**src/gpm_defs.vh**
```
// Constants for the gauge power-mode and charge temperature flag block
`ifndef GPM_DEFS_VH
`define GPM_DEFS_VH

// ----------------------------------------------------------------------
// Widths
// ----------------------------------------------------------------------
`define GPM_TEMP_W          12
`define GPM_CUR_W           16
`define GPM_VOLT_W          16
`define GPM_MODE_W          3

// ----------------------------------------------------------------------
// Power mode codes shown on power_mode
// ----------------------------------------------------------------------
`define GPM_MODE_AWAIT      3'h0
`define GPM_MODE_INIT       3'h1
`define GPM_MODE_NORMAL     3'h2
`define GPM_MODE_CALIB      3'h3
`define GPM_MODE_LIGHT      3'h4
`define GPM_MODE_SLEEP      3'h5
`define GPM_MODE_HIBERNATE  3'h6

// ----------------------------------------------------------------------
// Reset values
// ----------------------------------------------------------------------
`define GPM_RST_INHIBIT     1'b0
`define GPM_RST_SUSPEND     1'b0
`define GPM_RST_BATGOOD     1'b0

// ----------------------------------------------------------------------
// Pin filter
// ----------------------------------------------------------------------
`define GPM_SYNC_STAGES     3

`endif

```
**src/gpm_power_seq.v**
```verilog
// Gauge power-mode sequencer with battery-good output
// How it works
// - Temperature outside inhibit window sets inhibit flag, drops battery good.
// - Inhibit flag clears, battery good returns, only inside hysteresis-narrowed window.
// - With suspend feature selected, temperature outside suspend window sets suspend flag.
// - Suspend flag clears once temperature is inside narrowed inhibit window.
// - Seven power mode codes: await battery, init, normal, calibration, light sleep, sleep, hibernate.
// - Light sleep keeps both oscillators; sleep stops fast one, measurements go on.
// - Insertion seen by sense pin or host commands, chosen by select bit.
// - On insertion: voltage measurement, battery good asserted, profile selected.
// - Halted await mode wakes for host commands then halts again.
// - Normal is the default mode; measurements and mode decisions happen there.
// - Sleep entered when sleep enabled and average current below sleep level.
// - Offset calibration runs after sleep qualifies, before sleep is entered.
// - Sleep left on current above sleep level or wake current detect.
// - Outside hibernate, battery removal stops gauging and returns to await battery mode.
// - Light sleep entered when its enable is set and current below level.
// - Light sleep left on an addressed host command, current rise or wake detect.
// - Host requests hibernate; entered after valid voltage reading and small current.
// - With request set, low cell voltage plus valid reading also enters hibernate.
// - Hibernate left only on addressed command or power-on reset.
`timescale 1ns/1ps
`include "gpm_defs.vh"

module gpm_power_seq (
  input  wire                          clk_sys,
  input  wire                          arst_n,
  // Temperature and thresholds
  input  wire signed [`GPM_TEMP_W-1:0] temperature,
  input  wire signed [`GPM_TEMP_W-1:0] inhibit_temp_low,
  input  wire signed [`GPM_TEMP_W-1:0] inhibit_temp_high,
  input  wire signed [`GPM_TEMP_W-1:0] suspend_temp_low,
  input  wire signed [`GPM_TEMP_W-1:0] suspend_temp_high,
  input  wire        [`GPM_TEMP_W-1:0] temp_hysteresis,
  input  wire                          suspend_feature_select,
  // Current and voltage
  input  wire signed [`GPM_CUR_W-1:0]  average_current_a,
  input  wire        [`GPM_CUR_W-1:0]  sleep_current_level,
  input  wire        [`GPM_CUR_W-1:0]  hibernate_current_level,
  input  wire        [`GPM_VOLT_W-1:0] cell_voltage,
  input  wire        [`GPM_VOLT_W-1:0] hibernate_voltage_level,
  input  wire                          wake_current_detect,
  // Control bits
  input  wire                          sleep_enable,
  input  wire                          light_sleep_enable,
  input  wire                          hibernate_request,
  input  wire                          insertion_detect_select,
  // Battery presence
  input  wire                          insertion_sense_pin,
  input  wire                          insert_battery_cmd,
  input  wire                          remove_battery_cmd,
  // Host traffic
  input  wire                          host_cmd_addressed,
  input  wire                          host_cmd_done,
  // Measurement engine handshakes
  input  wire                          ocv_done,
  input  wire                          ocv_valid,
  input  wire                          profile_done,
  input  wire                          calib_done,
  // Outputs
  output reg  [`GPM_MODE_W-1:0]        power_mode,
  output reg                           battery_good_output,
  output reg                           charge_inhibit_flag,
  output reg                           charge_suspend_flag,
  output reg                           fast_oscillator_en,
  output reg                           slow_oscillator_en,
  output reg                           cpu_run,
  output reg                           gauging_en,
  output reg                           measure_en,
  output reg                           ocv_start,
  output reg                           profile_start,
  output reg                           calib_start
);

  // --------------------------------------------------------------------
  // State codes
  // --------------------------------------------------------------------
  localparam [`GPM_MODE_W-1:0] ST_AWAIT = `GPM_MODE_AWAIT;
  localparam [`GPM_MODE_W-1:0] ST_INIT  = `GPM_MODE_INIT;
  localparam [`GPM_MODE_W-1:0] ST_NORM  = `GPM_MODE_NORMAL;
  localparam [`GPM_MODE_W-1:0] ST_CAL   = `GPM_MODE_CALIB;
  localparam [`GPM_MODE_W-1:0] ST_LITE  = `GPM_MODE_LIGHT;
  localparam [`GPM_MODE_W-1:0] ST_SLEEP = `GPM_MODE_SLEEP;
  localparam [`GPM_MODE_W-1:0] ST_HIB   = `GPM_MODE_HIBERNATE;

  localparam [1:0] IN_OCV  = 2'h0;
  localparam [1:0] IN_PROF = 2'h1;
  localparam [1:0] IN_DONE = 2'h2;

  // --------------------------------------------------------------------
  // Helpers
  // --------------------------------------------------------------------
  // Magnitude of a signed current, saturating the most negative value
  function [`GPM_CUR_W-1:0] cur_mag;
    input signed [`GPM_CUR_W-1:0] c;
    begin
      if (c[`GPM_CUR_W-1])
        cur_mag = (c == {1'b1, {(`GPM_CUR_W-1){1'b0}}}) ?
                  {1'b0, {(`GPM_CUR_W-1){1'b1}}} : -c;
      else
        cur_mag = c;
    end
  endfunction

  // Signed current below an unsigned level (discharge always counts as below)
  function below_level;
    input signed [`GPM_CUR_W-1:0] c;
    input        [`GPM_CUR_W-1:0] lvl;
    begin
      below_level = c[`GPM_CUR_W-1] | (c[`GPM_CUR_W-2:0] < lvl);
    end
  endfunction

  // --------------------------------------------------------------------
  // Sense pin synchroniser: third and second stage must agree
  // --------------------------------------------------------------------
  reg [`GPM_SYNC_STAGES-1:0] sense_sync_r;
  reg                        sense_r;

  always @(posedge clk_sys or negedge arst_n) begin
    if (!arst_n) begin
      sense_sync_r <= {`GPM_SYNC_STAGES{1'b0}};
      sense_r      <= 1'b0;
    end else begin
      sense_sync_r <= {sense_sync_r[`GPM_SYNC_STAGES-2:0], insertion_sense_pin};
      if (sense_sync_r[1] == sense_sync_r[2])
        sense_r <= sense_sync_r[2];
    end
  end

  // --------------------------------------------------------------------
  // Battery presence
  // --------------------------------------------------------------------
  // Host-reported presence is a sticky bit; insert wins if both arrive
  reg host_present_r;

  always @(posedge clk_sys or negedge arst_n) begin
    if (!arst_n)
      host_present_r <= 1'b0;
    else if (insert_battery_cmd)
      host_present_r <= 1'b1;
    else if (remove_battery_cmd)
      host_present_r <= 1'b0;
  end

  wire present = insertion_detect_select ? sense_r : host_present_r;

  // --------------------------------------------------------------------
  // Temperature flags
  // --------------------------------------------------------------------
  wire inhibit_w;
  wire suspend_w;

  gpm_temp_flags u_temp_flags (
    .clk_sys                (clk_sys),
    .arst_n                 (arst_n),
    .temperature            (temperature),
    .inhibit_temp_low       (inhibit_temp_low),
    .inhibit_temp_high      (inhibit_temp_high),
    .suspend_temp_low       (suspend_temp_low),
    .suspend_temp_high      (suspend_temp_high),
    .temp_hysteresis        (temp_hysteresis),
    .suspend_feature_select (suspend_feature_select),
    .charge_inhibit_flag    (inhibit_w),
    .charge_suspend_flag    (suspend_w)
  );

  // --------------------------------------------------------------------
  // Mode decisions
  // --------------------------------------------------------------------
  wire cur_low   = below_level(average_current_a, sleep_current_level);
  wire cur_high  = !cur_low;
  wire hib_cur   = cur_mag(average_current_a) < hibernate_current_level;
  wire hib_volt  = cell_voltage < hibernate_voltage_level;

  reg  [`GPM_MODE_W-1:0] state_r;
  reg  [`GPM_MODE_W-1:0] state_nxt;
  reg  [1:0]             init_r;
  reg  [1:0]             init_nxt;
  reg                    ocv_valid_r;
  reg                    ocv_valid_nxt;
  reg                    awake_r;
  reg                    awake_nxt;
  reg                    calib_pend_r;
  reg                    calib_pend_nxt;

  // Stored reading, not the live valid line
  wire hib_go    = hibernate_request && ocv_valid_r && (hib_cur || hib_volt);

  always @* begin
    state_nxt      = state_r;
    init_nxt       = init_r;
    ocv_valid_nxt  = ocv_valid_r;
    awake_nxt      = awake_r;
    calib_pend_nxt = 1'b0;
    case (state_r)
      ST_AWAIT: begin
        // Halted; woken briefly for host commands
        if (host_cmd_addressed)
          awake_nxt = 1'b1;
        else if (host_cmd_done)
          awake_nxt = 1'b0;
        if (present && !awake_r) begin
          state_nxt = ST_INIT;
          init_nxt  = IN_OCV;
        end
      end
      ST_INIT: begin
        if (!present) begin
          state_nxt = ST_AWAIT;
        end else begin
          case (init_r)
            IN_OCV: begin
              if (ocv_done) begin
                ocv_valid_nxt = ocv_valid;
                init_nxt      = IN_PROF;
              end
            end
            IN_PROF: begin
              if (profile_done)
                init_nxt = IN_DONE;
            end
            default: begin
              state_nxt = ST_NORM;
            end
          endcase
        end
      end
      ST_NORM: begin
        // Default mode; hibernate, light sleep and sleep (via calibration) entries are judged here
        if (!present)
          state_nxt = ST_AWAIT;
        else if (hib_go)
          state_nxt = ST_HIB;
        else if (light_sleep_enable && cur_low)
          state_nxt = ST_LITE;
        else if (sleep_enable && cur_low) begin
          state_nxt      = ST_CAL;
          calib_pend_nxt = 1'b1;
        end
      end
      ST_CAL: begin
        if (!present)
          state_nxt = ST_AWAIT;
        else if (cur_high || wake_current_detect || !sleep_enable)
          state_nxt = ST_NORM;
        else if (calib_done)
          state_nxt = ST_SLEEP;
      end
      ST_LITE: begin
        if (!present)
          state_nxt = ST_AWAIT;
        else if (host_cmd_addressed || cur_high || wake_current_detect)
          state_nxt = ST_NORM;
      end
      ST_SLEEP: begin
        if (!present)
          state_nxt = ST_AWAIT;
        else if (cur_high || wake_current_detect)
          state_nxt = ST_NORM;
      end
      ST_HIB: begin
        // Only a command addressed to this gauge ends hibernate
        if (host_cmd_addressed) begin
          state_nxt     = ST_INIT;
          init_nxt      = IN_OCV;
          ocv_valid_nxt = 1'b0;
        end
      end
      default: begin
        state_nxt = ST_AWAIT;
      end
    endcase
    if (state_nxt == ST_AWAIT)
      ocv_valid_nxt = 1'b0;
  end

  always @(posedge clk_sys or negedge arst_n) begin
    if (!arst_n) begin
      state_r      <= ST_AWAIT;
      init_r       <= IN_OCV;
      ocv_valid_r  <= 1'b0;
      awake_r      <= 1'b0;
      calib_pend_r <= 1'b0;
    end else begin
      state_r      <= state_nxt;
      init_r       <= init_nxt;
      ocv_valid_r  <= ocv_valid_nxt;
      awake_r      <= awake_nxt;
      calib_pend_r <= calib_pend_nxt;
    end
  end

  // --------------------------------------------------------------------
  // Registered outputs
  // --------------------------------------------------------------------
  // Battery good held off until the first voltage reading is in, so a
  // charger cannot start before the open-circuit reading is taken
  wire init_ok   = (state_nxt != ST_AWAIT) && (state_nxt != ST_HIB) &&
                   !((state_nxt == ST_INIT) && (init_nxt == IN_OCV));
  wire start_ocv = (state_nxt == ST_INIT) && (init_nxt == IN_OCV) &&
                   !((state_r == ST_INIT) && (init_r == IN_OCV));
  wire start_prf = (state_nxt == ST_INIT) && (init_nxt == IN_PROF) && (init_r == IN_OCV);

  always @(posedge clk_sys or negedge arst_n) begin
    if (!arst_n) begin
      power_mode          <= ST_AWAIT;
      battery_good_output <= `GPM_RST_BATGOOD;
      charge_inhibit_flag <= `GPM_RST_INHIBIT;
      charge_suspend_flag <= `GPM_RST_SUSPEND;
      fast_oscillator_en  <= 1'b1;
      slow_oscillator_en  <= 1'b1;
      cpu_run             <= 1'b0;
      gauging_en          <= 1'b0;
      measure_en          <= 1'b0;
      ocv_start           <= 1'b0;
      profile_start       <= 1'b0;
      calib_start         <= 1'b0;
    end else begin
      power_mode          <= state_nxt;
      battery_good_output <= init_ok && !inhibit_w;
      charge_inhibit_flag <= inhibit_w;
      charge_suspend_flag <= suspend_w;
      fast_oscillator_en  <= (state_nxt != ST_SLEEP) && (state_nxt != ST_HIB);
      slow_oscillator_en  <= (state_nxt != ST_HIB);
      cpu_run             <= (state_nxt == ST_NORM) || (state_nxt == ST_INIT) ||
                             (state_nxt == ST_CAL) ||
                             ((state_nxt == ST_AWAIT) && awake_nxt);
      gauging_en          <= (state_nxt != ST_AWAIT) && (state_nxt != ST_HIB);
      measure_en          <= (state_nxt == ST_NORM) || (state_nxt == ST_LITE) ||
                             (state_nxt == ST_SLEEP) || (state_nxt == ST_CAL);
      ocv_start           <= start_ocv;
      profile_start       <= start_prf;
      calib_start         <= calib_pend_nxt;
    end
  end

endmodule // gpm_power_seq

```
**src/gpm_temp_flags.v**
```verilog
// Charge inhibit and charge suspend temperature flags with hysteresis
`timescale 1ns/1ps
`include "gpm_defs.vh"

module gpm_temp_flags (
  input  wire                         clk_sys,
  input  wire                         arst_n,
  input  wire signed [`GPM_TEMP_W-1:0] temperature,
  input  wire signed [`GPM_TEMP_W-1:0] inhibit_temp_low,
  input  wire signed [`GPM_TEMP_W-1:0] inhibit_temp_high,
  input  wire signed [`GPM_TEMP_W-1:0] suspend_temp_low,
  input  wire signed [`GPM_TEMP_W-1:0] suspend_temp_high,
  input  wire        [`GPM_TEMP_W-1:0] temp_hysteresis,
  input  wire                         suspend_feature_select,
  output reg                          charge_inhibit_flag,
  output reg                          charge_suspend_flag
);

  // --------------------------------------------------------------------
  // Window compares
  // --------------------------------------------------------------------
  // One extra bit keeps the narrowed bounds from wrapping
  wire signed [`GPM_TEMP_W:0] t_w    = {temperature[`GPM_TEMP_W-1], temperature};
  wire signed [`GPM_TEMP_W:0] hys_w  = {1'b0, temp_hysteresis};
  wire signed [`GPM_TEMP_W:0] rec_lo =
    {inhibit_temp_low[`GPM_TEMP_W-1], inhibit_temp_low} + hys_w;
  wire signed [`GPM_TEMP_W:0] rec_hi =
    {inhibit_temp_high[`GPM_TEMP_W-1], inhibit_temp_high} - hys_w;

  wire inh_out  = (temperature < inhibit_temp_low) || (temperature > inhibit_temp_high);
  wire sus_out  = (temperature < suspend_temp_low) || (temperature > suspend_temp_high);
  wire recover  = (t_w >= rec_lo) && (t_w <= rec_hi);

  // --------------------------------------------------------------------
  // Flags
  // --------------------------------------------------------------------
  always @(posedge clk_sys or negedge arst_n) begin
    if (!arst_n) begin
      charge_inhibit_flag <= `GPM_RST_INHIBIT;
      charge_suspend_flag <= `GPM_RST_SUSPEND;
    end else begin
      if (inh_out)
        charge_inhibit_flag <= 1'b1;
      else if (recover)
        charge_inhibit_flag <= 1'b0;
      if (suspend_feature_select && sus_out)
        charge_suspend_flag <= 1'b1;
      else if (recover)
        charge_suspend_flag <= 1'b0;
    end
  end

endmodule // gpm_temp_flags

```
**config.mk**
```make
export PLATFORM = sky130hd
export DESIGN_NAME = gpm_power_seq
export DESIGN_NICKNAME = d
export VERILOG_FILES = /design/src/gpm_power_seq.v /design/src/gpm_temp_flags.v
export VERILOG_INCLUDE_DIRS = /design/src /design/src/src
export SDC_FILE = /design/constraint.sdc
export NUM_CORES = 1
export LEC_CHECK = 0
export BUFFER_PORTS_ARGS = -buffer_cell sky130_fd_sc_hd__buf_2
export CORE_MARGIN = 2
export CORE_UTILIZATION = 35
export CTS_CLUSTER_SIZE = 20
export DETAILED_ROUTE_END_ITERATION = 10
export GPL_TIMING_DRIVEN = 0
export HOLD_SLACK_MARGIN = 0.02
export PLACE_DENSITY_LB_ADDON = 0.1
export SLEW_MARGIN = 20
export SYNTH_ARGS = -nofsm -noshare
export SYNTH_HDL_FRONTEND = slang
export SYNTH_SLANG_ARGS = --single-unit
```
**constraint.sdc**
```tcl
create_clock -name clk_sys -period 3.45 [get_ports clk_sys]
set_input_delay 0.345 -clock clk_sys [delete_from_list [all_inputs] [get_ports clk_sys]]
set_output_delay 0.345 -clock clk_sys [all_outputs]
set_load 0.01 [all_outputs]
```
# Word-level counts from Yosys, hierarchy flattened

Index checks and enable logic that the tools add are counted.

Add/subtract/negate cells: 3
$lt $le $gt $ge: 9
Equal/unequal tests: 21
Muxes and demuxes: 45
Bitwise operators: 1
Reductions and logical operators: 47

Operators with widths:

| cell                                                  | count |
|---|---|
| 2-to-1 mux 3 bit                                      | 15 |
| < comparator 16 bit                                   | 2 |
| 2-to-1 mux 16 bit                                     | 2 |
| greater-than comparator 12 bit                        | 2 |
| < comparator 12 bit                                   | 2 |
| one-hot mux 3 bit (7 select lines)                    | 1 |
| 2-to-1 mux 1 bit                                      | 19 |
| logical AND 1 bit                                     | 17 |
| equality test 16 bit, second input constant           | 1 |
| < comparator 15 x 16 -> 1 bit                         | 1 |
| negator 16 bit                                        | 1 |
| equality test 3 bit, second input constant            | 5 |
| adder 13 x 12 -> 13 bit                               | 1 |
| greater-or-equal comparator 12 x 13 -> 1 bit          | 1 |
| <= comparator 12 x 13 -> 1 bit                        | 1 |
| logical OR 1 bit                                      | 13 |
| subtractor 13 x 12 -> 13 bit                          | 1 |
| equality test 3 x 2 -> 1 bit, second input constant   | 4 |
| 2-to-1 mux 2 bit                                      | 5 |
| inequality test 3 bit, second input constant          | 3 |
| equality test 3 x 1 -> 1 bit, second input constant   | 2 |
| logical NOT 1 bit                                     | 6 |
| logical NOT 3 bit                                     | 2 |
| inequality test 3 x 2 -> 1 bit, second input constant | 2 |
| 12 further kinds                                      | 17 |

Flip-flop bits (word level): 25
Bits of input ports: 169
Output and inout port bits: 14
Logic and storage cells: 146

# Longest topological paths before layout

Depth in word-level cells: 14
Mapped depth: 20
Depth with buffers taken out: 20

# Cells and area by module

Synthesis repeated with hierarchy kept, for this count alone.

Cell total of the unflattened synthesis: 751
Area, all modules: 5694.2 um^2

Modules (own cells, without submodules):

| module         | instances | cells an instance | area each (um^2) | seq. area each (um^2) |
|---|---|---|---|---|
| gpm_temp_flags | 1         | 414               | 3044.2           | 50.0 |
| gpm_power_seq  | 1         | 337               | 2650.0           | 578.1 |

# Least setup slack after synthesis

Ideal clock, no wire load.

Path kind: input port to flip-flop
Start point: input port average_current_a[0]
End point: register battery_good_output
Setup time: 0.120 ns
Data arrival time: 3.477 ns
Required time: 3.330 ns
Setup slack: -0.147 ns
Cell stages on the path: 16
Buffers on the path: 0
Cell sequence: inv_1 -> ha_1 -> or3b_4 -> nor4_4 -> nand2b_1 -> o311ai_0 -> o21a_1 -> ha_1 -> and4_1 -> nand4_1 -> a2111o_1 -> o221ai_2 -> or3_1 -> and2_4 -> a21o_4 -> o211a_1

Word-level cells in the longest chain between the ends: 14
Elaborated cells on any way between the ends: 35
Classes of those cells: 1 x add/sub; 2 x order compare; 3 x eq/ne; 13 x mux; 1 x bitwise; 15 x reduce/logical

Ends and longest elaborated chain:

| element                                                | RTL line                               | text |
|---|---|---|
| from (decl)                                            | gpm_power_seq.v:37                     | `` input wire signed [`GPM_CUR_W-1:0] average_current_a, `` |
| negator 16 bit or equality test 16 bit (tied branches) | gpm_power_seq.v:99, gpm_power_seq.v:98 |  |
| 2-to-1 mux 16 bit                                      | gpm_power_seq.v:98                     | `` cur_mag = (c == {1'b1, {(`GPM_CUR_W-1){1'b0}}}) ? `` |
| 2-to-1 mux 16 bit                                      | gpm_power_seq.v:97                     | `` if (c[`GPM_CUR_W-1]) `` |
| < comparator 16 bit                                    | gpm_power_seq.v:173                    | `wire hib_cur = cur_mag(average_current_a) < hibernate_current_level;` |
| logical OR 1 bit                                       | gpm_power_seq.v:188                    | `wire hib_go = hibernate_request && ocv_valid_r && (hib_cur \|\| hib_volt);` |
| logical AND 1 bit                                      | gpm_power_seq.v:188                    |  |
| 2-to-1 mux 3 bit                                       | gpm_power_seq.v:233                    | `else if (hib_go)` |
| 2-to-1 mux 3 bit                                       | gpm_power_seq.v:231                    | `if (!present)` |
| one-hot mux 3 bit (7 select lines) *                   | gpm_power_seq.v:196                    | `case (state_r)` |
| equality test 3 x 1 -> 1 bit                           | gpm_power_seq.v:300                    | `!((state_nxt == ST_INIT) && (init_nxt == IN_OCV));` |
| logical AND 1 bit                                      | gpm_power_seq.v:300                    |  |
| logical NOT 1 bit                                      | gpm_power_seq.v:300                    |  |
| logical AND 1 bit *                                    | gpm_power_seq.v:299                    | `wire init_ok = (state_nxt != ST_AWAIT) && (state_nxt != ST_HIB) &&` |
| logical AND 1 bit *                                    | gpm_power_seq.v:321                    | `battery_good_output <= init_ok && !inhibit_w;` |
| to (signal assigned)                                   | gpm_power_seq.v:308                    | `` battery_good_output <= `GPM_RST_BATGOOD; `` |
| to (signal assigned)                                   | gpm_power_seq.v:321                    |  |
| to (decl)                                              | gpm_power_seq.v:62                     | `output reg battery_good_output,` |

Every way passes the cells marked *; elsewhere a longest branch is shown, timed or not.
A chain may end at the register's enable or synchronous reset.

# Worst setup path after layout

Start point: input port average_current_a[9]
End point: register fast_oscillator_en

Word-level cells in the longest chain between the ends: 11
Elaborated cells on any way between the ends: 30
Classes of those cells: 1 x add/sub; 2 x order compare; 3 x eq/ne; 13 x mux; 1 x bitwise; 10 x reduce/logical

Ends and longest elaborated chain:

| element                                                | RTL line                               | text |
|---|---|---|
| negator 16 bit or equality test 16 bit (tied branches) | gpm_power_seq.v:99, gpm_power_seq.v:98 |  |
| 2-to-1 mux 16 bit                                      | gpm_power_seq.v:98                     |  |
| 2-to-1 mux 16 bit                                      | gpm_power_seq.v:97                     |  |
| < comparator 16 bit                                    | gpm_power_seq.v:173                    |  |
| logical OR 1 bit                                       | gpm_power_seq.v:188                    |  |
| logical AND 1 bit                                      | gpm_power_seq.v:188                    |  |
| 2-to-1 mux 3 bit                                       | gpm_power_seq.v:233                    |  |
| 2-to-1 mux 3 bit                                       | gpm_power_seq.v:231                    |  |
| one-hot mux 3 bit (7 select lines) *                   | gpm_power_seq.v:196                    |  |
| via state_nxt[0]                                       | gpm_power_seq.v:177                    | `` reg [`GPM_MODE_W-1:0] state_nxt; `` |
| inequality test 3 bit                                  | gpm_power_seq.v:324                    | `fast_oscillator_en <= (state_nxt != ST_SLEEP) && (state_nxt != ST_HIB);` |
| logical AND 1 bit *                                    | gpm_power_seq.v:324                    |  |
| to (signal assigned)                                   | gpm_power_seq.v:324                    |  |
| to (decl)                                              | gpm_power_seq.v:65                     | `output reg fast_oscillator_en,` |

Mark *: on every way through the listed nets, which the timed path passes. The rest lies on a longest branch.

==> results.py <==
metrics = {
    "yosys": {
        "synth.distinct_cells": 74,
        "synth_ff_type": "dfrtp_1",
        "synth_seq_cells": 25,
        "synth_nets": 998,
        "avgSynthCellArea_sq_um": 7.87,
        "ys.warnings.count": 0,
        "synth_edf_count": 0,
        "async_flop_share_pct": 100,
        "synthCells": 686,
        "synth_area_sq_um": 5400,
        "synth_sequential_area_ratio_pct": 11.6,
    },
    "clock_network": {
        "cts.path.max_buffers": 2,
        "cts.sinks": 25,
        "cts_tree": "done",
        "clkTransAtPathRegs_ns": 0.07,
        "cts-buffers-inserted": 3,
        "htreeDepth": 1,
        "clock_latency_ns": 0.26,
        "root_buffer": "clkbuf_16",
        "cts_hold_buf": 0,
    },
    "setup_path": {
        "crit_slowest_cell": "or4_4",
        "crit_family": "simple AND/OR/NAND/NOR gates",
        "end_kind": "flip-flop",
        "crit_buf_inv": 2,
        "cpPeakStageDelay_ns": 0.56,
        "worst_setup_path_start_kind": "input port",
        "cp_data_required_time_ns": 3.65,
        "path_cells": "buf_8 -> or4_4 -> or3_4 -> o31ai_4 -> xor2_1 -> nand2_1 -> ha_4 -> and4_4 -> nand4_1 -> a2111o_1 -> o221ai_4 -> o211ai_4 -> o21ai_4 -> buf_6 -> xor2_1 -> nand2_1",
        "critPathKind": "input port to flip-flop",
        "crit_arrival_ns": 3.80,
        "path_max_fanout": 3,
    },
    "global_route": {
        "gr-total-overflow": 0,
        "use_met3_pct": 1.38,
        "grt_pass1_wl_mm": 25.4,
        "use_met2_pct": 35.5,
        "globalRouteTotalUtil_pct": 18.9,
        "grt_antenna_before_repair": 0,
        "grt-busiest-layer": "met2",
        "grt_pass1_vias": 5473,
        "use_met1_pct": 24.1,
        "grt_max_degree": 26,
    },
    "timing": {
        "setup_viol": 6,
        "relSlewSlack_pct": 62.9,
        "setup_ws_ns": -0.152,
        "rsz0062_at_grt": "yes",
        "fin_setup_tns_ns": -0.658,
        "maxSlewViolCount": 0,
        "hold_viol": 0,
        "tightest_slew_ns": 0.556,
        "fmax_mhz": 278,
        "finalCriticalPeriod_ns": 3.60,
        "finalCritPeriodShare_pct": 104,
        "finClkSkew_ns": 0.00600,
    },
    "run": {
        "drv_cap": 0,
    },
    "detailed_routing": {
        "wire_per_inst_um": 15.1,
        "drt-initial-drc-count": 232,
        "via_count": 5645,
        "route.detailed.drc": 0,
        "drt_wl_total_mm": 16.3,
        "vias_per_cell": 5.23,
        "drt-pass1-iter-count": 4,
        "ant_nets": 0,
    },
    "power_and_ir_drop": {
        "seq_power_share_pct": 21.0,
        "swShare_pct": 42.8,
        "power.internal_uw": 1130,
        "power_frac_comb_pct": 65.3,
        "leakage_uw": 0.00383,
        "power.density_nw_per_um2": 280,
        "power_switching_uw": 841,
        "ir_drop_uv": 229,
        "clockPowerShare_pct": 13.8,
    },
    "layout": {
        "num_antenna_cells": 0,
        "drive_above_1_share_pct": 29.1,
        "fin_nets": 1205,
        "fill_cells": 1546,
        "syn_to_final_growth_pct": 30.2,
    },
    "floorplan": {
        "die_h_um": 128,
        "core_sq_um": 15100,
        "num_rows": 45,
        "die_area_sq_um": 16400,
        "die_x_um": 128,
        "pin_count": 183,
        "start_util_pct": 35.7,
    },
    "status": {
        "violations": "setup timing",
        "status": "finished with violations",
    },
    "place": {
        "dp_slack_ns": -0.621,
        "routabilityCongestion": 0.871,
        "place.detailed.hpwl_mm": 14.2,
        "portBuffers": 182,
    },
    "hold_path": {
        "worstHoldPathType": "input port to asynchronous set/reset pin",
    },
}
-- layer usage --
metal	routed length, um	vias to the layer above
li1	-	2878
met1	7440	2594
met2	8000	159
met3	687	14
met4	208	0
met5	0	-
-- synth_stat cells, types with 9 or more instances --
cell	count	area [sq um]
nand2_1	46	173
nand4_1	9	56.3
xor2_1	17	149
nor3_1	10	50.1
inv_1	117	439
ha_1	141	1760
a21oi_1	43	215
o21a_1	12	90.1
nand3_1	18	90.1
a21o_1	14	105
o211ai_1	9	67.6
nand2b_1	12	75.1
xnor2_1	15	131
dfrtp_1	23	576
nor2b_1	13	81.3
nor2_1	35	131
o21ai_0	36	180
a211oi_1	9	67.6
-- area by class of cell --
class / instances / area [sq um] / area share [%]
multi-input combinational: 540 / 4520 / 64.2
timing repair buffer: 202 / 1100 / 15.6
sequential: 25 / 628 / 8.93
inverter: 117 / 457 / 6.50
tap: 188 / 235 / 3.35
clock buffer: 3 / 75.1 / 1.07
buffer: 4 / 15.0 / 0.214
clock inverter: 1 / 8.76 / 0.125
-- worst paths after layout --
path	from	endpoint	slack, ns	depth (start not counted)
worst max register to register	ocv_valid_r	gauging_en	1.17	7
worst max-delay path	average_current_a[9]	fast_oscillator_en	-0.15	16
max in group asynchronous	arst_n	slow_oscillator_en	3.01	1
worst min register to register	sense_sync_r[0]	sense_sync_r[1]	0.36	0
min in group clk_sys	insertion_sense_pin	sense_sync_r[0]	0.18	1
worst min-delay path	arst_n	ocv_valid_r	0.07	1
-- per-stage QoR --
| stage | instance area, sq um | hold WS, ns | util, % | total power (uW) | cells |
|---|---|---|---|---|---|
| floorplan | 5430 | 0.0494 | - | 1180 | 686 |
| global placement | 6580 | 0.342 | 43.4 | 1560 | 1056 |
| detailed placement | 6580 | 0.353 | 43.4 | 1590 | 1056 |
| CTS | 6880 | 0.0878 | 45.5 | 1920 | 1071 |
| global route | 7030 | 0.119 | 46.4 | 2160 | 1080 |
| finish | 7030 | 0.0696 | 46.4 | 1970 | 1080 |
-- power groups by stage --
stage	combinational [uW]	clock, uW	sequential, uW
floorplan	747	0	430
global placement	1140	0	415
detailed placement	1170	0	417
CTS	1230	279	411
global route	1450	289	421
finish	1280	271	412
-- repair_timing --
item                                    CTS  global route
endpoints found under the setup margin   13            13
resized for setup                        27            25
pin swaps                                16            24
buffers inserted                         11             9
-- state kept, by name, summed over array words and instances, names as in the netlist --
signal,cells
init_r,2
battery_good_output,1
charge_inhibit_flag,1
awake_r,1
power_mode,3
u_temp_flags.charge_suspend_flag,1
fast_oscillator_en,1
calib_start,1
slow_oscillator_en,1
sense_sync_r,3
gauging_en,1
profile_start,1
ocv_start,1
host_present_r,1
cpu_run,1
ocv_valid_r,1
charge_suspend_flag,1
u_temp_flags.charge_inhibit_flag,1
measure_en,1
sense_r,1
-- cell usage in the layout (no fill, tap or decap), types with 5 or more instances in the layout --
master / n
buf_2: 177
ha_1: 137
inv_1: 112
nand2_1: 45
a21oi_1: 38
nor2_1: 35
o21ai_0: 33
dfrtp_1: 23
buf_4: 21
xor2_1: 17
nand3_1: 17
xnor2_1: 15
a21o_1: 14
nor2b_1: 13
nand2b_1: 12
o21a_1: 12
nand4_1: 9
o211ai_1: 9
a211oi_1: 8
nor3_1: 8
a21oi_2: 5
-- cell families (layout without fill, tap and decap cells) --
family,after synthesis,count (layout),synth area share [%]
AO/OA/AOI/OAI,181,181,23.1
AND/OR/NAND/NOR,181,181,17.6
adder cells (fa/ha/maj),144,144,33.6
buffers and inverters,121,327,8.41
flip-flops,25,25,11.6
XOR/XNOR,32,32,5.19
multiplexers,2,2,0.394
Power figures use the tool's default switching activity.
